**config.mk**
```make
export PLATFORM = sky130hd
export DESIGN_NAME = xst_timeout
export DESIGN_NICKNAME = d
export VERILOG_FILES = /design/src/core/xst_pkg.sv /design/src/core/xst_ripple.sv /design/src/core/xst_timeout.sv
export SDC_FILE = /design/constraint.sdc
export NUM_CORES = 1
export LEC_CHECK = 0
export BUFFER_PORTS_ARGS = -buffer_cell sky130_fd_sc_hd__buf_2
export CAP_MARGIN = 20
export CORE_MARGIN = 5
export CORE_UTILIZATION = 48
export CTS_CLUSTER_SIZE = 10
export DETAILED_ROUTE_END_ITERATION = 12
export HOLD_SLACK_MARGIN = 0.12
export PLACE_DENSITY = 0.83
export SLEW_MARGIN = 20
export SYNTH_ARGS = -nofsm -noshare
export SYNTH_HDL_FRONTEND = slang
export SYNTH_SLANG_ARGS = --single-unit
```
**constraint.sdc**
```tcl
create_clock -name clock -period 2.7 [get_ports clock]
set_input_delay 0.135 -clock clock [delete_from_list [all_inputs] [get_ports clock]]
set_output_delay 0.135 -clock clock [all_outputs]
set_load 0.02 [all_outputs]
```
**src/core/xst_pkg.sv**
```systemverilog
// constants for the crystal start-up timeout block
package xst_pkg;
  localparam logic [7:0] XST_CFG_ADDR = 8'h00;
  localparam logic [7:0] XST_STAT_ADDR = 8'h04;
  localparam logic [7:0] XST_IRQ_ADDR = 8'h08;
  localparam logic [7:0] XST_MASK_ADDR = 8'h0C;
  localparam logic [7:0] XST_CTRL_ADDR = 8'h10;
  localparam int XST_KEEP_BIT = 0;
  localparam int XST_SPARE_BIT = 1;
  localparam int XST_PO_LSB = 2;
  localparam int XST_CAL_LSB = 4;
  localparam logic [7:0] XST_CFG_RESET = 8'h04;
  localparam logic [7:0] XST_CFG_WMASK = 8'h3F;
  localparam logic [1:0] XST_CAL_NEVER = 2'h0;
  localparam logic [1:0] XST_CAL_FROM_IDLE = 2'h1;
  localparam logic [1:0] XST_CAL_TO_IDLE = 2'h2;
  localparam logic [1:0] XST_CAL_FOURTH = 2'h3;
  localparam int XST_RIPPLE_W = 6;
  localparam int XST_EXP_W = 9;
  localparam logic [8:0] XST_EXP_0 = 9'h001;
  localparam logic [8:0] XST_EXP_1 = 9'h010;
  localparam logic [8:0] XST_EXP_2 = 9'h040;
  localparam logic [8:0] XST_EXP_3 = 9'h100;
  localparam int XST_IRQ_READY = 0;
  localparam int XST_IRQ_CAL = 1;
  localparam int XST_IRQ_W = 2;
  typedef enum logic [1:0] {
    XST_OFF = 2'b00,
    XST_SETTLE = 2'b01,
    XST_COUNT = 2'b10,
    XST_READY = 2'b11
  } xst_state_t;
endpackage : xst_pkg

```
**src/core/xst_ripple.sv**
```systemverilog
// six-bit ripple counter that pulses once per wrap
`timescale 1ns/1ns
module xst_ripple
(
  // clock and reset
  input wire logic clock,
  input wire logic rst_n,
  // control
  input wire logic run,
  // expiry
  output logic expire
);
  import xst_pkg::*;
  logic [XST_RIPPLE_W-1:0] cnt_q;

  always_ff @(posedge clock or negedge rst_n)
  begin
    if (!rst_n)
      cnt_q <= '0;
    else if (!run)
      cnt_q <= '0;
    else
      cnt_q <= cnt_q + 1'b1;
  end

  assign expire = run && (&cnt_q);
endmodule : xst_ripple

```
**src/core/xst_timeout.sv**
```systemverilog
// crystal start-up timeout, sleep keep-on and auto calibration control
// Summary of operation
// - setting 3 calibrates on every fourth automatic return to idle
// - chip ready goes low after programmed ripple expiries once crystal settles
// - delay select 0..3 means 1, 16, 64, 256 expiries
// - counter runs on the crystal clock so delay scales with crystal
// - settled flag and chip ready assert in the same cycle
// - keep-running bit holds crystal on during sleep
// - setting 2 calibrates on every automatic return to idle
`timescale 1ns/1ns
module xst_timeout
(
  // clock and reset; clock is the crystal clock
  input wire logic clock,
  input wire logic rst_n,
  // apb slave
  input wire logic psel,
  input wire logic penable,
  input wire logic pwrite,
  input wire logic [7:0] paddr,
  input wire logic [31:0] pwdata,
  output logic [31:0] prdata,
  output logic pready,
  output logic pslverr,
  // radio state machine
  input wire logic crystal_settled_in,
  input wire logic sleep_req,
  input wire logic idle_to_active,
  input wire logic auto_return_idle,
  input wire logic manual_calibrate_strobe,
  output logic crystal_oscillator_en,
  output logic crystal_settled_flag,
  output logic chip_ready_low,
  output logic synth_cal_start,
  // interrupt
  output logic irq
);
  import xst_pkg::*;

  logic [7:0] cfg_q;
  xst_state_t state_q;
  logic [XST_EXP_W-1:0] exp_cnt_q;
  logic [1:0] ret_cnt_q;
  logic [XST_IRQ_W-1:0] irq_q;
  logic [XST_IRQ_W-1:0] mask_q;
  logic ready_q;
  logic ready_d;
  logic cal_q;
  logic expire;
  logic wr;
  logic rd;
  logic [1:0] po_sel;
  logic [1:0] cal_sel;
  logic cal_now;
  logic [XST_IRQ_W-1:0] irq_set;

  function automatic logic [XST_EXP_W-1:0] expire_target(input logic [1:0] sel);
    unique case (sel)
      2'h0: expire_target = XST_EXP_0;
      2'h1: expire_target = XST_EXP_1;
      2'h2: expire_target = XST_EXP_2;
      2'h3: expire_target = XST_EXP_3;
    endcase
  endfunction : expire_target

  assign wr = psel && penable && pwrite;
  assign rd = psel && penable && !pwrite;
  assign pready = 1'b1;
  assign po_sel = cfg_q[XST_PO_LSB +: 2];
  assign cal_sel = cfg_q[XST_CAL_LSB +: 2];

  always_ff @(posedge clock or negedge rst_n)
  begin
    if (!rst_n)
      cfg_q <= XST_CFG_RESET;
    else if (wr && paddr == XST_CFG_ADDR)
      cfg_q <= pwdata[7:0] & XST_CFG_WMASK;
  end

  always_ff @(posedge clock or negedge rst_n)
  begin
    if (!rst_n)
      mask_q <= '0;
    else if (wr && paddr == XST_MASK_ADDR)
      mask_q <= pwdata[XST_IRQ_W-1:0];
  end

  // ripple runs only while counting, from the crystal clock itself
  xst_ripple u_ripple
  (
    .clock(clock),
    .rst_n(rst_n),
    .run(state_q == XST_COUNT),
    .expire(expire)
  );

  // sleep drops the crystal unless keep-running is set
  always_ff @(posedge clock or negedge rst_n)
  begin
    if (!rst_n)
    begin
      state_q <= XST_OFF;
      exp_cnt_q <= '0;
    end
    else
    begin
      unique case (state_q)
        XST_OFF:
        begin
          if (!sleep_req)
            state_q <= XST_SETTLE;
        end
        XST_SETTLE:
        begin
          exp_cnt_q <= '0;
          if (sleep_req && !cfg_q[XST_KEEP_BIT])
            state_q <= XST_OFF;
          else if (crystal_settled_in)
            state_q <= XST_COUNT;
        end
        XST_COUNT:
        begin
          if (sleep_req && !cfg_q[XST_KEEP_BIT])
            state_q <= XST_OFF;
          else if (expire)
          begin
            exp_cnt_q <= exp_cnt_q + 1'b1;
            // a target lowered mid count ends the wait at the next expiry, not after a wrap
            if (exp_cnt_q + 1'b1 >= expire_target(po_sel))
              state_q <= XST_READY;
          end
        end
        XST_READY:
        begin
          // keep-on in sleep leaves the crystal stable and ready
          if (sleep_req && !cfg_q[XST_KEEP_BIT])
            state_q <= XST_OFF;
        end
      endcase
    end
  end

  assign crystal_oscillator_en = (state_q != XST_OFF);

  // ready drops on the same edge the crystal stops, never after it
  assign ready_d = (state_q == XST_READY) && !(sleep_req && !cfg_q[XST_KEEP_BIT]);

  always_ff @(posedge clock or negedge rst_n)
  begin
    if (!rst_n)
      ready_q <= 1'b0;
    else
      ready_q <= ready_d;
  end

  // both indications from one flop so they can never skew
  assign crystal_settled_flag = ready_q;
  assign chip_ready_low = !ready_q;

  always_comb
  begin
    cal_now = 1'b0;
    unique case (cal_sel)
      XST_CAL_NEVER: cal_now = 1'b0;
      XST_CAL_FROM_IDLE: cal_now = idle_to_active;
      XST_CAL_TO_IDLE: cal_now = auto_return_idle;
      XST_CAL_FOURTH: cal_now = auto_return_idle && (ret_cnt_q == 2'h3);
    endcase
    cal_now = cal_now || manual_calibrate_strobe;
  end

  always_ff @(posedge clock or negedge rst_n)
  begin
    if (!rst_n)
      ret_cnt_q <= '0;
    else if (cal_sel == XST_CAL_FOURTH && auto_return_idle)
      ret_cnt_q <= ret_cnt_q + 1'b1;
  end

  always_ff @(posedge clock or negedge rst_n)
  begin
    if (!rst_n)
      cal_q <= 1'b0;
    else
      cal_q <= cal_now;
  end

  assign synth_cal_start = cal_q;

  assign irq_set[XST_IRQ_READY] = ready_d && !ready_q;
  assign irq_set[XST_IRQ_CAL] = cal_now;

  // set beats the read-clear in the same cycle
  always_ff @(posedge clock or negedge rst_n)
  begin
    if (!rst_n)
      irq_q <= '0;
    else if (rd && paddr == XST_IRQ_ADDR)
      irq_q <= irq_set;
    else
      irq_q <= irq_q | irq_set;
  end

  assign irq = |(irq_q & mask_q);

  always_comb
  begin
    prdata = '0;
    pslverr = 1'b0;
    unique case (paddr)
      XST_CFG_ADDR: prdata[7:0] = cfg_q;
      XST_STAT_ADDR: prdata = {28'h0000000, ready_q, crystal_oscillator_en, state_q};
      XST_IRQ_ADDR: prdata[XST_IRQ_W-1:0] = irq_q;
      XST_MASK_ADDR: prdata[XST_IRQ_W-1:0] = mask_q;
      XST_CTRL_ADDR: prdata[XST_EXP_W-1:0] = exp_cnt_q;
      default: pslverr = psel && penable;
    endcase
  end
endmodule : xst_timeout

```
# == Word level (Yosys, flattened, before mapping) ==
# Index checks and enable logic that the tools add are counted.
# classes
n_addsub,3
n_mul,0
div_mod_pow,0
order_cmp,1
n_eq_ne,21
shift,0
muxes,22
n_bitwise,2
reduce_logical,28
# ops
op,n
9-bit two-way mux,5
9-bit one-hot mux with 4 select lines,1
6-bit one-hot mux with 3 select lines,1
9-bit one-hot mux with 2 select lines,1
8-bit by 4-bit equality test with 1-bit output (second input constant),2
2-bit two-way mux,8
2-bit equality test (second input constant),7
1-bit logical AND,12
2-bit one-hot mux with 5 select lines,1
9-bit by 1-bit adder with 9-bit output (second input constant),1
9-bit greater-or-equal comparator,1
3-bit != test (second input constant),3
8-bit by 3-bit equality test with 1-bit output (second input constant),1
8-bit by 5-bit equality test with 1-bit output (second input constant),1
8-bit zero test,1
2-bit != test (second input constant),4
2-bit one-hot mux with 4 select lines,1
6-bit by 1-bit adder with 6-bit output (second input constant),1
2-bit by 1-bit equality test with 1-bit output (second input constant),3
2-bit zero test,3
6-bit two-way mux,1
6-bit AND reduction,1
5-bit AND reduction,1
5-bit OR reduction,1
other kinds (10),15
# word_totals
regBits,31
latch_bits,0
ram_bits,0
romBits,0
in_bits,50
output_inout_bits,39
word_cells,86
mem_count,0

# == Logic depth before layout (Yosys ltp) ==
# Gate-level depths: netlist (run 1).
# logic_depth
word_depth,10
mapped_depth,8
depth_no_buf,8

# == Modules after synthesis ==
# A second synthesis (run 1) with hierarchy kept.
# hier_totals
hier_cells,215
hier_area_um2,2044.5
# by_module_without_submodules
mod,instances,cells_per_inst,area_per_inst_um2,seq_area_each_um2
xst_timeout,1,191,1774.2,626.9
xst_ripple,1,24,270.3,150.1

# == Least setup slack after synthesis (run 1) ==
# OpenSTA, ideal clock, no wires.
# synth_path
kind,register to register
from,register exp_cnt_q[0]
to,register state_q[0]
setup_ns,0.143
arrival_ns,1.745
required_time_ns,2.557
setup_slack_ns,0.812
stages_incl_launch_ff,9
n_path_buf,0
synth_period_minus_slack_ns,1.888
path_cell_list,dfrtp_1 -> ha_1 -> nand2_1 -> nor3_1 -> xor2_1 -> ha_1 -> o211a_1 -> o221ai_1 -> a41oi_1
# synth_between
elab_chain_len,4
# synth_rtl
item,line_no,text
"start, declared",xst_timeout.sv:42,logic [XST_EXP_W-1:0] exp_cnt_q;
"start signal, assigned",xst_timeout.sv:127,exp_cnt_q <= exp_cnt_q + 1'b1;
9-bit by 1-bit adder with 9-bit output,xst_timeout.sv:129,if (exp_cnt_q + 1'b1 >= expire_target(po_sel))
9-bit greater-or-equal comparator,xst_timeout.sv:129,
3-bit != test (no source line),n/a,
5-bit AND reduction (no source line),n/a,
"end signal, assigned",xst_timeout.sv:124,state_q <= XST_OFF;
"end signal, assigned",xst_timeout.sv:130,state_q <= XST_READY;
"end signal, assigned",xst_timeout.sv:137,state_q <= XST_OFF;
"end, declared",xst_timeout.sv:41,xst_state_t state_q;
# No other way between the ends.
# A chain may end at the register's enable or synchronous reset.

# == Worst setup path in the final report (run 1) ==
# Ends and elaborated chain as after synthesis.

==> results of run 1 <==
[final cells by class]
| class | instances | area share, % |
|---|---|---|
| multi-input combinational | 164 | 48.4 |
| tap | 52 | 2.74 |
| clock inverter | 1 | 0.211 |
| inverter | 6 | 0.948 |
| timing repair buffer | 47 | 11.8 |
| sequential | 31 | 32.7 |
| clock buffer | 7 | 3.21 |
[per-layer routing]
layer / GRT usage, % / share of wire (%) / vias to the layer above
met4: 6.94 / 1.8 / 0
met3: 4.61 / 7.0 / 7
met1: 19.9 / 42 / 779
met2: 26.5 / 49 / 49
met5: 0 / 0 / -
li1: - / - / 783
[cell usage after synthesis, drive strengths merged (4+ instances only)]
master,count
buf,31
dfrtp,30
nor2,16
nand2,15
mux2,9
nand3,8
ha,7
nor2b,7
o21ai,7
inv,6
a21oi,5
a22o,5
mux2i,5
nand2b,5
nor3,5
xnor2,5
and2,4
and3,4
[worst max-delay path: stages (launching register included)]
cell	delay (ps)
dfrtp_1	460
ha_1	250
nand2_1	100
nor3_1	240
xor2_1	220
ha_1	260
o211a_1	210
o221ai_1	170
a41oi_1	90
[registers in the layout, indices dropped and copies added, names as in the netlist]
signal                flops
mask_q                    2
irq_q                     2
cfg_q                     6
u_ripple.cnt_q            6
state_q                   2
ret_cnt_q                 2
synth_cal_start           1
crystal_settled_flag      1
exp_cnt_q                 9
[cells in the final DEF (no fill, tap or decap), drive strengths merged, types with 3 or more instances in the layout]
cell	synthesis	final
nand2	15	15
clkbuf	0	7
mux2	9	9
inv	6	6
buf	31	38
ha	7	7
o21ai	7	7
xnor2	5	5
or3	3	3
dlygate4sd3	0	9
a31oi	3	3
nand4	3	3
nand2b	5	5
nor2	16	16
dfrtp	30	30
nor3	5	5
and3	4	4
nand3	8	8
xor2	3	3
a22o	5	5
conb	2	24
a21oi	5	5
and2	4	4
mux2i	5	5
nor2b	7	7
[worst max path at each step]
stage | to | start | depth (start not counted) | slack [ps]
floorplan | state_q[0] | exp_cnt_q[0] | 8 | 810
global placement | state_q[0] | exp_cnt_q[0] | 8 | 610
detailed placement | state_q[0] | exp_cnt_q[0] | 8 | 580
CTS | state_q[0] | exp_cnt_q[0] | 8 | 540
global route | state_q[0] | exp_cnt_q[0] | 8 | 330
finish | state_q[0] | exp_cnt_q[0] | 8 | 550
[through the flow]
step | setup WS, ps | utilization [%]
4_1_cts | 540 | 55.3
6_report | 547 | 55.3
5_1_grt | 328 | 55.3
3_3_place_gp | 612 | 51.3
3_5_place_dp | 579 | 51.3
2_1_floorplan | 812 | -
[cell families (layout without fill, tap and decap cells)]
group	Yosys count	after routing	share of synthesized area, %
AO/OA/AOI/OAI	34	34	12.1
XOR/XNOR	8	8	3.35
adder cells (fa/ha/maj)	7	7	4.19
buffers and inverters	37	61	11.7
flip-flops	31	31	37.2
multiplexers	16	16	10.5
other	2	24	0.359
AND/OR/NAND/NOR	75	75	20.6
[power groups by stage]
stage,Clock [uW],Sequential [uW],Combinational (uW)
floorplan,0,494,120
global placement,0,497,131
detailed placement,0,499,132
CTS,358,490,143
global route,380,492,158
finish,348,490,144
==> impl_metrics.yaml, run 1 <==
global_routing:
  grt_usage_pct: 16.3
  grt_pass1_vias: 1561
  gr-total-overflow: 0
  grt_antenna_before_repair: 0
  grt_start_max_net_pins: 32
  grt_pass1_wl_um: 7580
sta:
  max_freq_mhz: 464
  finalSetupViolCount: 0
  fin_hold_ws_ps: 131
  relSlewSlack_pct: 53.4
  clock_skew_ps: 6.56
  final_hold_viol_count: 0
  min_period_ps: 2150
  rsz0062_at_grt: "false"
  setup_tns_ps: 0
  maxSlewViolCount: 0
  finalCritPeriodShare_pct: 79.8
  tightest_slew_ps: 699
finish:
  nFillCells: 384
  multi_input_area_mm2: 0.00115
  layout-drive-gt1-share_pct: 25.4
  final_nets: 312
  seq_area_um2: 777
  fin_area_mm2: 0.00238
  area_growth_pct: 13.7
  antennaDiodeCount: 0
  final_cells: 308
die:
  core_area_mm2: 0.00429
  die_w_um: 76.0
  die_h_um: 76.0
  io_pins: 89
  start_util_pct: 48.7
  dieArea_mm2: 0.00577
  row_count: 24
worst_hold_path:
  hold_class: "in2reg"
  worstHoldStart: "idle_to_active"
  hold_depth: 3
  hold_path_end: "synth_cal_start"
cts:
  ctsHoldBuffers: 9
  cts_buffer_depth: 2
  cts_root_buf: "clkbuf_8"
  cts.clk_slew.worst_paths_ps: 60
  cts_tree: "yes"
  h-tree-depth: 2
  clock-sinks: 31
  postCtsSetupRepairBufs: 0
  post_cts_resized: 0
  cts_made_buffers: 5
  clock_latency_ps: 290
yosys:
  yosysSeqAreaShare_pct: 37.2
  syn-cell-area_mm2: 0.00209
  synth_edf_count: 0
  synth_top_cells_by_area: "dfrtp_1, buf_4, mux2_4"
  yosysTopAreaCellShare_pct: 35.9
  synth_cell_types: 50
  yosysWarnings: 0
  synth_ff_type: "dfrtp_1"
  synth_area_per_cell_um2: 9.95
  synthArstFlopShare_pct: 100
  synth_largest_area_cell: "dfrtp_1"
  syn_inst: 210
  ys_ff_latch: 31
critical_path:
  ff2ff_path_depth: 8
  arrival_ps: 2290
  end_kind: "flip-flop"
  r2r_start: "exp_cnt_q[0]"
  required_ps: 2830
  reg2reg_slack_ps: 550
  crit_type: "reg2reg"
  path_max_fanout: 6
  cp-start-kind: "flip-flop"
  reg2reg_to: "state_q[0]"
placed_design:
  placed_cell_area_mm2: 0.00220
  dp.cells: 291
  port_buffers: 38
  globalplace.congestion: 0.888
  hpwl_um: 3290
pwr:
  seq_power_share_pct: 49.9
  power.total_uw: 982
  p_clk_share_pct: 35.4
  ir_worst_vdd_v: 0.000329
  p_int_uw: 712
  power.switching_uw: 270
  p_per_area_mw_per_mm2: 413
  p_leak_uw: 0.00115
  power_frac_comb_pct: 14.7
  p_sw_share_pct: 27.5
run_status:
  outcome: "complete, no violations"
detailed_routing:
  wl_um: 4470
  vias: 1618
  drc: 0
  ant_nets: 0
  dr.pass1.iters: 5
  vias_per_cell: 5.25
  drtIter0Drc: 83
  wl_per_cell_um: 14.5
flow_run:
  drv_cap: 0
Note: power is estimated with default switching activity, not from simulation.
==> inputs of run 2 (changes only) <==
==> constraint.sdc (replaced) <==
create_clock -name clock -period 2.1 [get_ports clock]
set_input_delay 0.105 -clock clock [delete_from_list [all_inputs] [get_ports clock]]
set_output_delay 0.105 -clock clock [all_outputs]
set_load 0.02 [all_outputs]
==> run 2 against run 1 <==
Net effect: via count is 2.7% higher; core utilization rose by 1.4 points; hold slack better by 18 ps.
==> impl_metrics.yaml, run 2 (synthesis results as in run 1) <==
die:
  die_h_um: 76.0
  core_area_mm2: 0.00429
  dieArea_mm2: 0.00577
  die_w_um: 76.0
  row_count: 24
  start_util_pct: 48.7
  io_pins: 89
placed_design:
  dp.cells: 295
  hpwl_um: 3440
  port_buffers: 38
  globalplace.congestion: 0.859
finish:
  largest_register_ffs: 9
  top_register: "exp_cnt_q"
  top_regs: "exp_cnt_q x9, cfg_q x6, u_ripple.cnt_q x6"
  layout_common_cells: "buf_2, dfrtp_1, conb_1, nor2_1, nand2_1"
  final_common_cell: "buf_2"
  final_util_pct: 56.7
  final_cells: 313
  layout-drive-gt1-share_pct: 26.8
  area_growth_pct: 16.5
  antennaDiodeCount: 0
  final_nets: 317
detailed_routing:
  vias_per_cell: 5.31
  drc: 0
  ant_nets: 0
  dr.pass1.iters: 5
  vias: 1662
  wl_um: 4560
  drtIter0Drc: 77
  wl_per_cell_um: 14.6
critical_path:
  path_common_cell: "ha_1"
  crit_type: "reg2reg"
  crit_end: "state_q[0]"
  reg2reg_to: "state_q[0]"
  cp-start-kind: "flip-flop"
  path_buf_inv: 0
  reg2reg_slack_ps: 140
  crit_family: "adder cells"
  r2r_start: "exp_cnt_q[0]"
  crit_path_max_incr_delay_ps: 370
  startpoint: "exp_cnt_q[0]"
  arrival_ps: 2100
  path_depth: 8
  required_ps: 2250
  path_max_fanout: 3
  ff2ff_path_depth: 8
  slowest_stage: "dfrtp_1"
  end_kind: "flip-flop"
  crit_chain: "ha_1 -> nand2_1 -> nor3_1 -> xor2_1 -> ha_1 -> o211a_1 -> o221ai_1 -> a41oi_1"
cts:
  post_cts_resized: 0
  postCtsSetupRepairBufs: 0
  clock-sinks: 31
  cts_made_buffers: 5
  cts_buffer_depth: 2
  h-tree-depth: 2
  cts_tree: "yes"
  cts_root_buf: "clkbuf_8"
  cts.clk_slew.worst_paths_ps: 70
  clock_latency_ps: 290
sta:
  setup_tns_ps: 0
  finalCritPeriodShare_pct: 93.2
  clock_skew_ps: 7.66
  maxSlewViolCount: 0
  finalSetupViolCount: 0
  rsz0062_at_grt: "false"
  tightest_slew_ps: 690
  relSlewSlack_pct: 54.0
  final_hold_viol_count: 0
  max_freq_mhz: 511
  min_period_ps: 1960
global_routing:
  grt_pass1_wl_um: 7680
  grt_pass1_vias: 1666
  grt_antenna_before_repair: 0
  grt_start_max_net_pins: 32
  grt_usage_pct: 16.3
  gr-total-overflow: 0
worst_hold_path:
  hold_class: "in2reg"
pwr:
  ir_worst_vdd_v: 0.000481
  p_per_area_mw_per_mm2: 550
  p_leak_uw: 0.00119
flow_run:
  drv_cap: 0
run_status:
  outcome: "complete, no violations"
[run 2: cell count changes in the layout (fill, tap and decap cells not counted), sizes merged]
cell         before  now
buf              38   42
clkbuf            7    8
clkinv            1    0
dlygate4sd3       9   10
[run 2: report_power, final]
part           total [uW]  leakage, uW  switching, uW  internal [uW]
Sequential            630     0.000418           16.9            613
Clock                 522    0.0000515            223            299
Combinational         187     0.000717            116           71.5
Total                1340      0.00119            356            983
[run 2: area by class of cell]
type | count | area (um^2)
fillers | 369 | 1860
inverters | 6 | 22.5
repair buffers | 52 | 320
flip-flops and latches | 31 | 777
clock buffers | 8 | 100
multi-input cells | 164 | 1150
well taps | 52 | 65.1
[run 2: worst min path at each step]
stage	from	to	slack, ps	cells after the start
finish	auto_return_idle	synth_cal_start	150	3
global route	auto_return_idle	synth_cal_start	160	3
CTS	auto_return_idle	synth_cal_start	130	3
detailed placement	rst_n	cfg_q[0]	190	1
global placement	rst_n	cfg_q[1]	190	1
floorplan	rst_n	cfg_q[0]	-190	0
[run 2: routing by layer]
layer / wire, um / track usage (%) / vias up
li1: - / - / 791
met1: 1870 / 19.2 / 807
met2: 2270 / 27.1 / 54
met3: 314 / 5.56 / 10
met4: 104 / 6.58 / 0
met5: 0 / 0 / -
[run 2: per-stage QoR]
stage	hold slack (ps)	cell area [um^2]	setup WS, ps	power [uW]
after floorplan	-191	2170	212	789
after global routing	156	2430	0.765	1400
final	149	2430	144	1340
after CTS	132	2430	157	1350
after detailed placement	194	2230	183	812
after global placement	188	2230	198	809
[run 2: worst register-to-register path, delay by kind of cell (launching register included)]
kind            cells  cell delay, ps
flops               1             370
fa+ha+maj           2             450
xor+xnor            1             220
simple gates        2             340
compound gates      3             450
[run 2: what timing repair did]
action / CTS / global route
endpoints found under the hold margin: 40 / 0
hold buffers: 10 / 0
setup endpoints to repair: 0 / 1
==> inputs of run 3 (changes only) <==
--- a/config.mk
+++ b/config.mk
@@ -5,10 +5,11 @@
 export SDC_FILE = /design/constraint.sdc
 export NUM_CORES = 1
 export LEC_CHECK = 0
+export ABC_AREA = 1
 export BUFFER_PORTS_ARGS = -buffer_cell sky130_fd_sc_hd__buf_2
 export CAP_MARGIN = 20
 export CORE_MARGIN = 5
-export CORE_UTILIZATION = 48
+export CORE_UTILIZATION = 47
 export CTS_CLUSTER_SIZE = 10
 export DETAILED_ROUTE_END_ITERATION = 12
 export HOLD_SLACK_MARGIN = 0.12
==> run 3 against run 2 <==
Net effect: global-route usage is 0.78 points higher; first-iteration DRC count is 55% higher; final area is 2.5% lower; largest power group unchanged; hold slack worse by 4.7 ps; worst setup slack better by 34 ps; core utilization is 1.4 points higher; via count is 6.9% higher; die area is 1.2% lower; clock skew is 2.8 ps lower; sequential share of layout area is 0.82 points higher; total power is 17% higher; routed wire length is 1.4% lower.
==> impl_metrics.yaml, run 3 <==
run_status:
  outcome: "complete, no violations"
global_routing:
  grt_usage_pct: 17.1
  grtUsageMet2_pct: 29.0
  grt_use_met3_pct: 4.75
  grt_pass1_vias: 1727
  gr-total-overflow: 0
  grt_pass1_wl_um: 7420
  grt_antenna_before_repair: 0
  busiest_layer: "met2"
  grt_start_max_net_pins: 32
  grtUsageMet1_pct: 20.8
pwr:
  ir_worst_vdd_v: 0.000500
  p_leak_uw: 0.00125
  p_per_area_mw_per_mm2: 661
finish:
  area_growth_pct: 17.7
  antennaDiodeCount: 0
  final_cells: 370
  multi_input_area_um2: 995
  layout-drive-gt1-share_pct: 21.3
  top_register: "exp_cnt_q"
  largest_register_ffs: 9
  final_common_cell: "nand2_1"
  nFillCells: 366
  layout_common_cells: "nand2_1, inv_1, buf_2, nor2_1, dfrtp_1"
  seq_area_um2: 777
  final_util_pct: 58.1
  final_nets: 376
  top_regs: "exp_cnt_q x9, cfg_q x6, u_ripple.cnt_q x6"
die:
  core_area_mm2: 0.00409
  die_w_um: 75.5
  dieArea_mm2: 0.00570
  row_count: 23
  io_pins: 89
  die_h_um: 75.5
  start_util_pct: 49.4
critical_path:
  slowest_stage: "dfrtp_1"
  reg2reg_slack_ps: 180
  crit_path_max_incr_delay_ps: 390
  arrival_ps: 2150
  crit_type: "reg2reg"
  cp-start-kind: "flip-flop"
  ff2ff_path_depth: 12
  path_common_cell: "nand2_1"
  path_max_fanout: 4
  crit_chain: "ha_1 -> nand2_1 -> nor2_1 -> nand2_2 -> nor3_2 -> xor2_1 -> ha_1 -> nand2_1 -> nand2_2 -> nand2_1 -> nand2_1 -> nand2_1"
  reg2reg_to: "state_q[1]"
  r2r_start: "exp_cnt_q[1]"
  end_kind: "flip-flop"
  required_ps: 2320
  crit_family: "simple AND/OR/NAND/NOR gates"
  path_buf_inv: 0
sta:
  final_hold_viol_count: 0
  relSlewSlack_pct: 53.3
  finalCritPeriodShare_pct: 91.5
  clock_skew_ps: 4.83
  min_period_ps: 1920
  tightest_slew_ps: 701
  maxSlewViolCount: 0
  max_freq_mhz: 520
  finalSetupViolCount: 0
cts:
  clock-sinks: 31
  cts_buffer_depth: 2
  h-tree-depth: 2
  cts.clk_slew.worst_paths_ps: 70
  cts_tree: "yes"
  clock_latency_ps: 280
  cts_made_buffers: 5
  cts_root_buf: "clkbuf_8"
flow_run:
  drv_cap: 0
detailed_routing:
  vias_per_cell: 4.80
  wl_per_cell_um: 12.1
  drc: 0
  ant_nets: 0
  vias: 1776
  wl_um: 4490
  dr.pass1.iters: 4
  drtIter0Drc: 119
yosys:
  synth_edf_count: 0
  synth_ff_type: "dfrtp_1"
  synth_common_cells: "nand2_1, inv_1, dfrtp_1, nor2_1, buf_4"
  syn_inst: 264
  synth_largest_area_cell: "dfrtp_1"
  synth_cell_types: 34
  yosysSeqAreaShare_pct: 38.5
  yosys.cell_count.top_type: "nand2_1"
  ys_ff_latch: 31
  synth_top_cells_by_area: "dfrtp_1, nand2_1, buf_4"
  yosysWarnings: 0
  synthArstFlopShare_pct: 100
  yosysTopAreaCellShare_pct: 37.2
  syn-cell-area_mm2: 0.00202
  synth_area_per_cell_um2: 7.64
placed_design:
  port_buffers: 38
  hpwl_um: 3390
  dp.cells: 351
  globalplace.congestion: 0.880
worst_hold_path:
  worstHoldStart: "pwrite"
  hold_class: "in2reg"
  hold_path_end: "irq_q[1]"
  hold_depth: 3
-- run 3: how the worst max path moves through the flow --
stage,endpoint,startpoint,cells after the start,slack (ps)
after CTS,state_q[1],exp_cnt_q[1],14,110
after global placement,state_q[0],exp_cnt_q[1],14,180
after global routing,state_q[0],exp_cnt_q[1],12,-7
after floorplan,state_q[0],exp_cnt_q[0],14,280
final,state_q[1],exp_cnt_q[1],12,180
after detailed placement,state_q[1],exp_cnt_q[1],14,120
-- run 3: power by group --
part	switching, uW	leakage (uW)	internal [uW]
combinational	271	0.000816	146
clock	228	0.0000412	231
sequential	42.1	0.000393	650
-- run 3: through the flow --
step	TNS [ps]	hold WS, ps	power [uW]	setup slack, ps	area, um^2
2_1_floorplan	0	-191	1020	281	2100
4_1_cts	0	135	1580	115	2340
6_report	0	144	1570	178	2370
3_3_place_gp	0	185	1100	182	2180
3_5_place_dp	0	187	1110	120	2180
5_1_grt	-6.53	157	1670	-6.53	2370
-- run 3: cell type report --
class	count	area share [%]
Tap cell	50	2.64
Clock buffer	6	3.06
Sequential cell	31	32.7
Inverter	39	6.17
Clock inverter	2	0.527
Timing Repair Buffer	51	13.0
Multi-Input combinational cell	191	41.9
-- run 3: logic make-up (layout without fill, tap and decap cells) --
group,after synthesis,after routing,share of synthesized area (%)
multiplexers,1,1,0.558
buffers and inverters,64,98,16.7
XOR/XNOR,3,3,1.30
other,2,24,0.372
adder cells (fa/ha/maj),7,7,4.34
AO/OA/AOI/OAI,40,40,11.6
flip-flops,31,31,38.5
AND/OR/NAND/NOR,116,116,26.6
-- run 3: what timing repair did --
| item | 4_1_cts | 5_1_grt |
|---|---|---|
| hold buffers | 8 | 0 |
| hold endpoints to repair | 40 | 0 |
| buffers inserted | 0 | 3 |
| endpoints found under the setup margin | 0 | 2 |
| gates resized for setup | 0 | 3 |
-- run 3: worst min-delay path, cell delays in order --
cell and delay (ps):
buf_2 90, nor3_1 50, o21ai_0 140
-- run 3: routing by layer --
layer	up-vias	wire length (um)
li1	912	-
met1	811	1860
met2	47	2310
met3	6	262
met4	0	57
met5	-	0
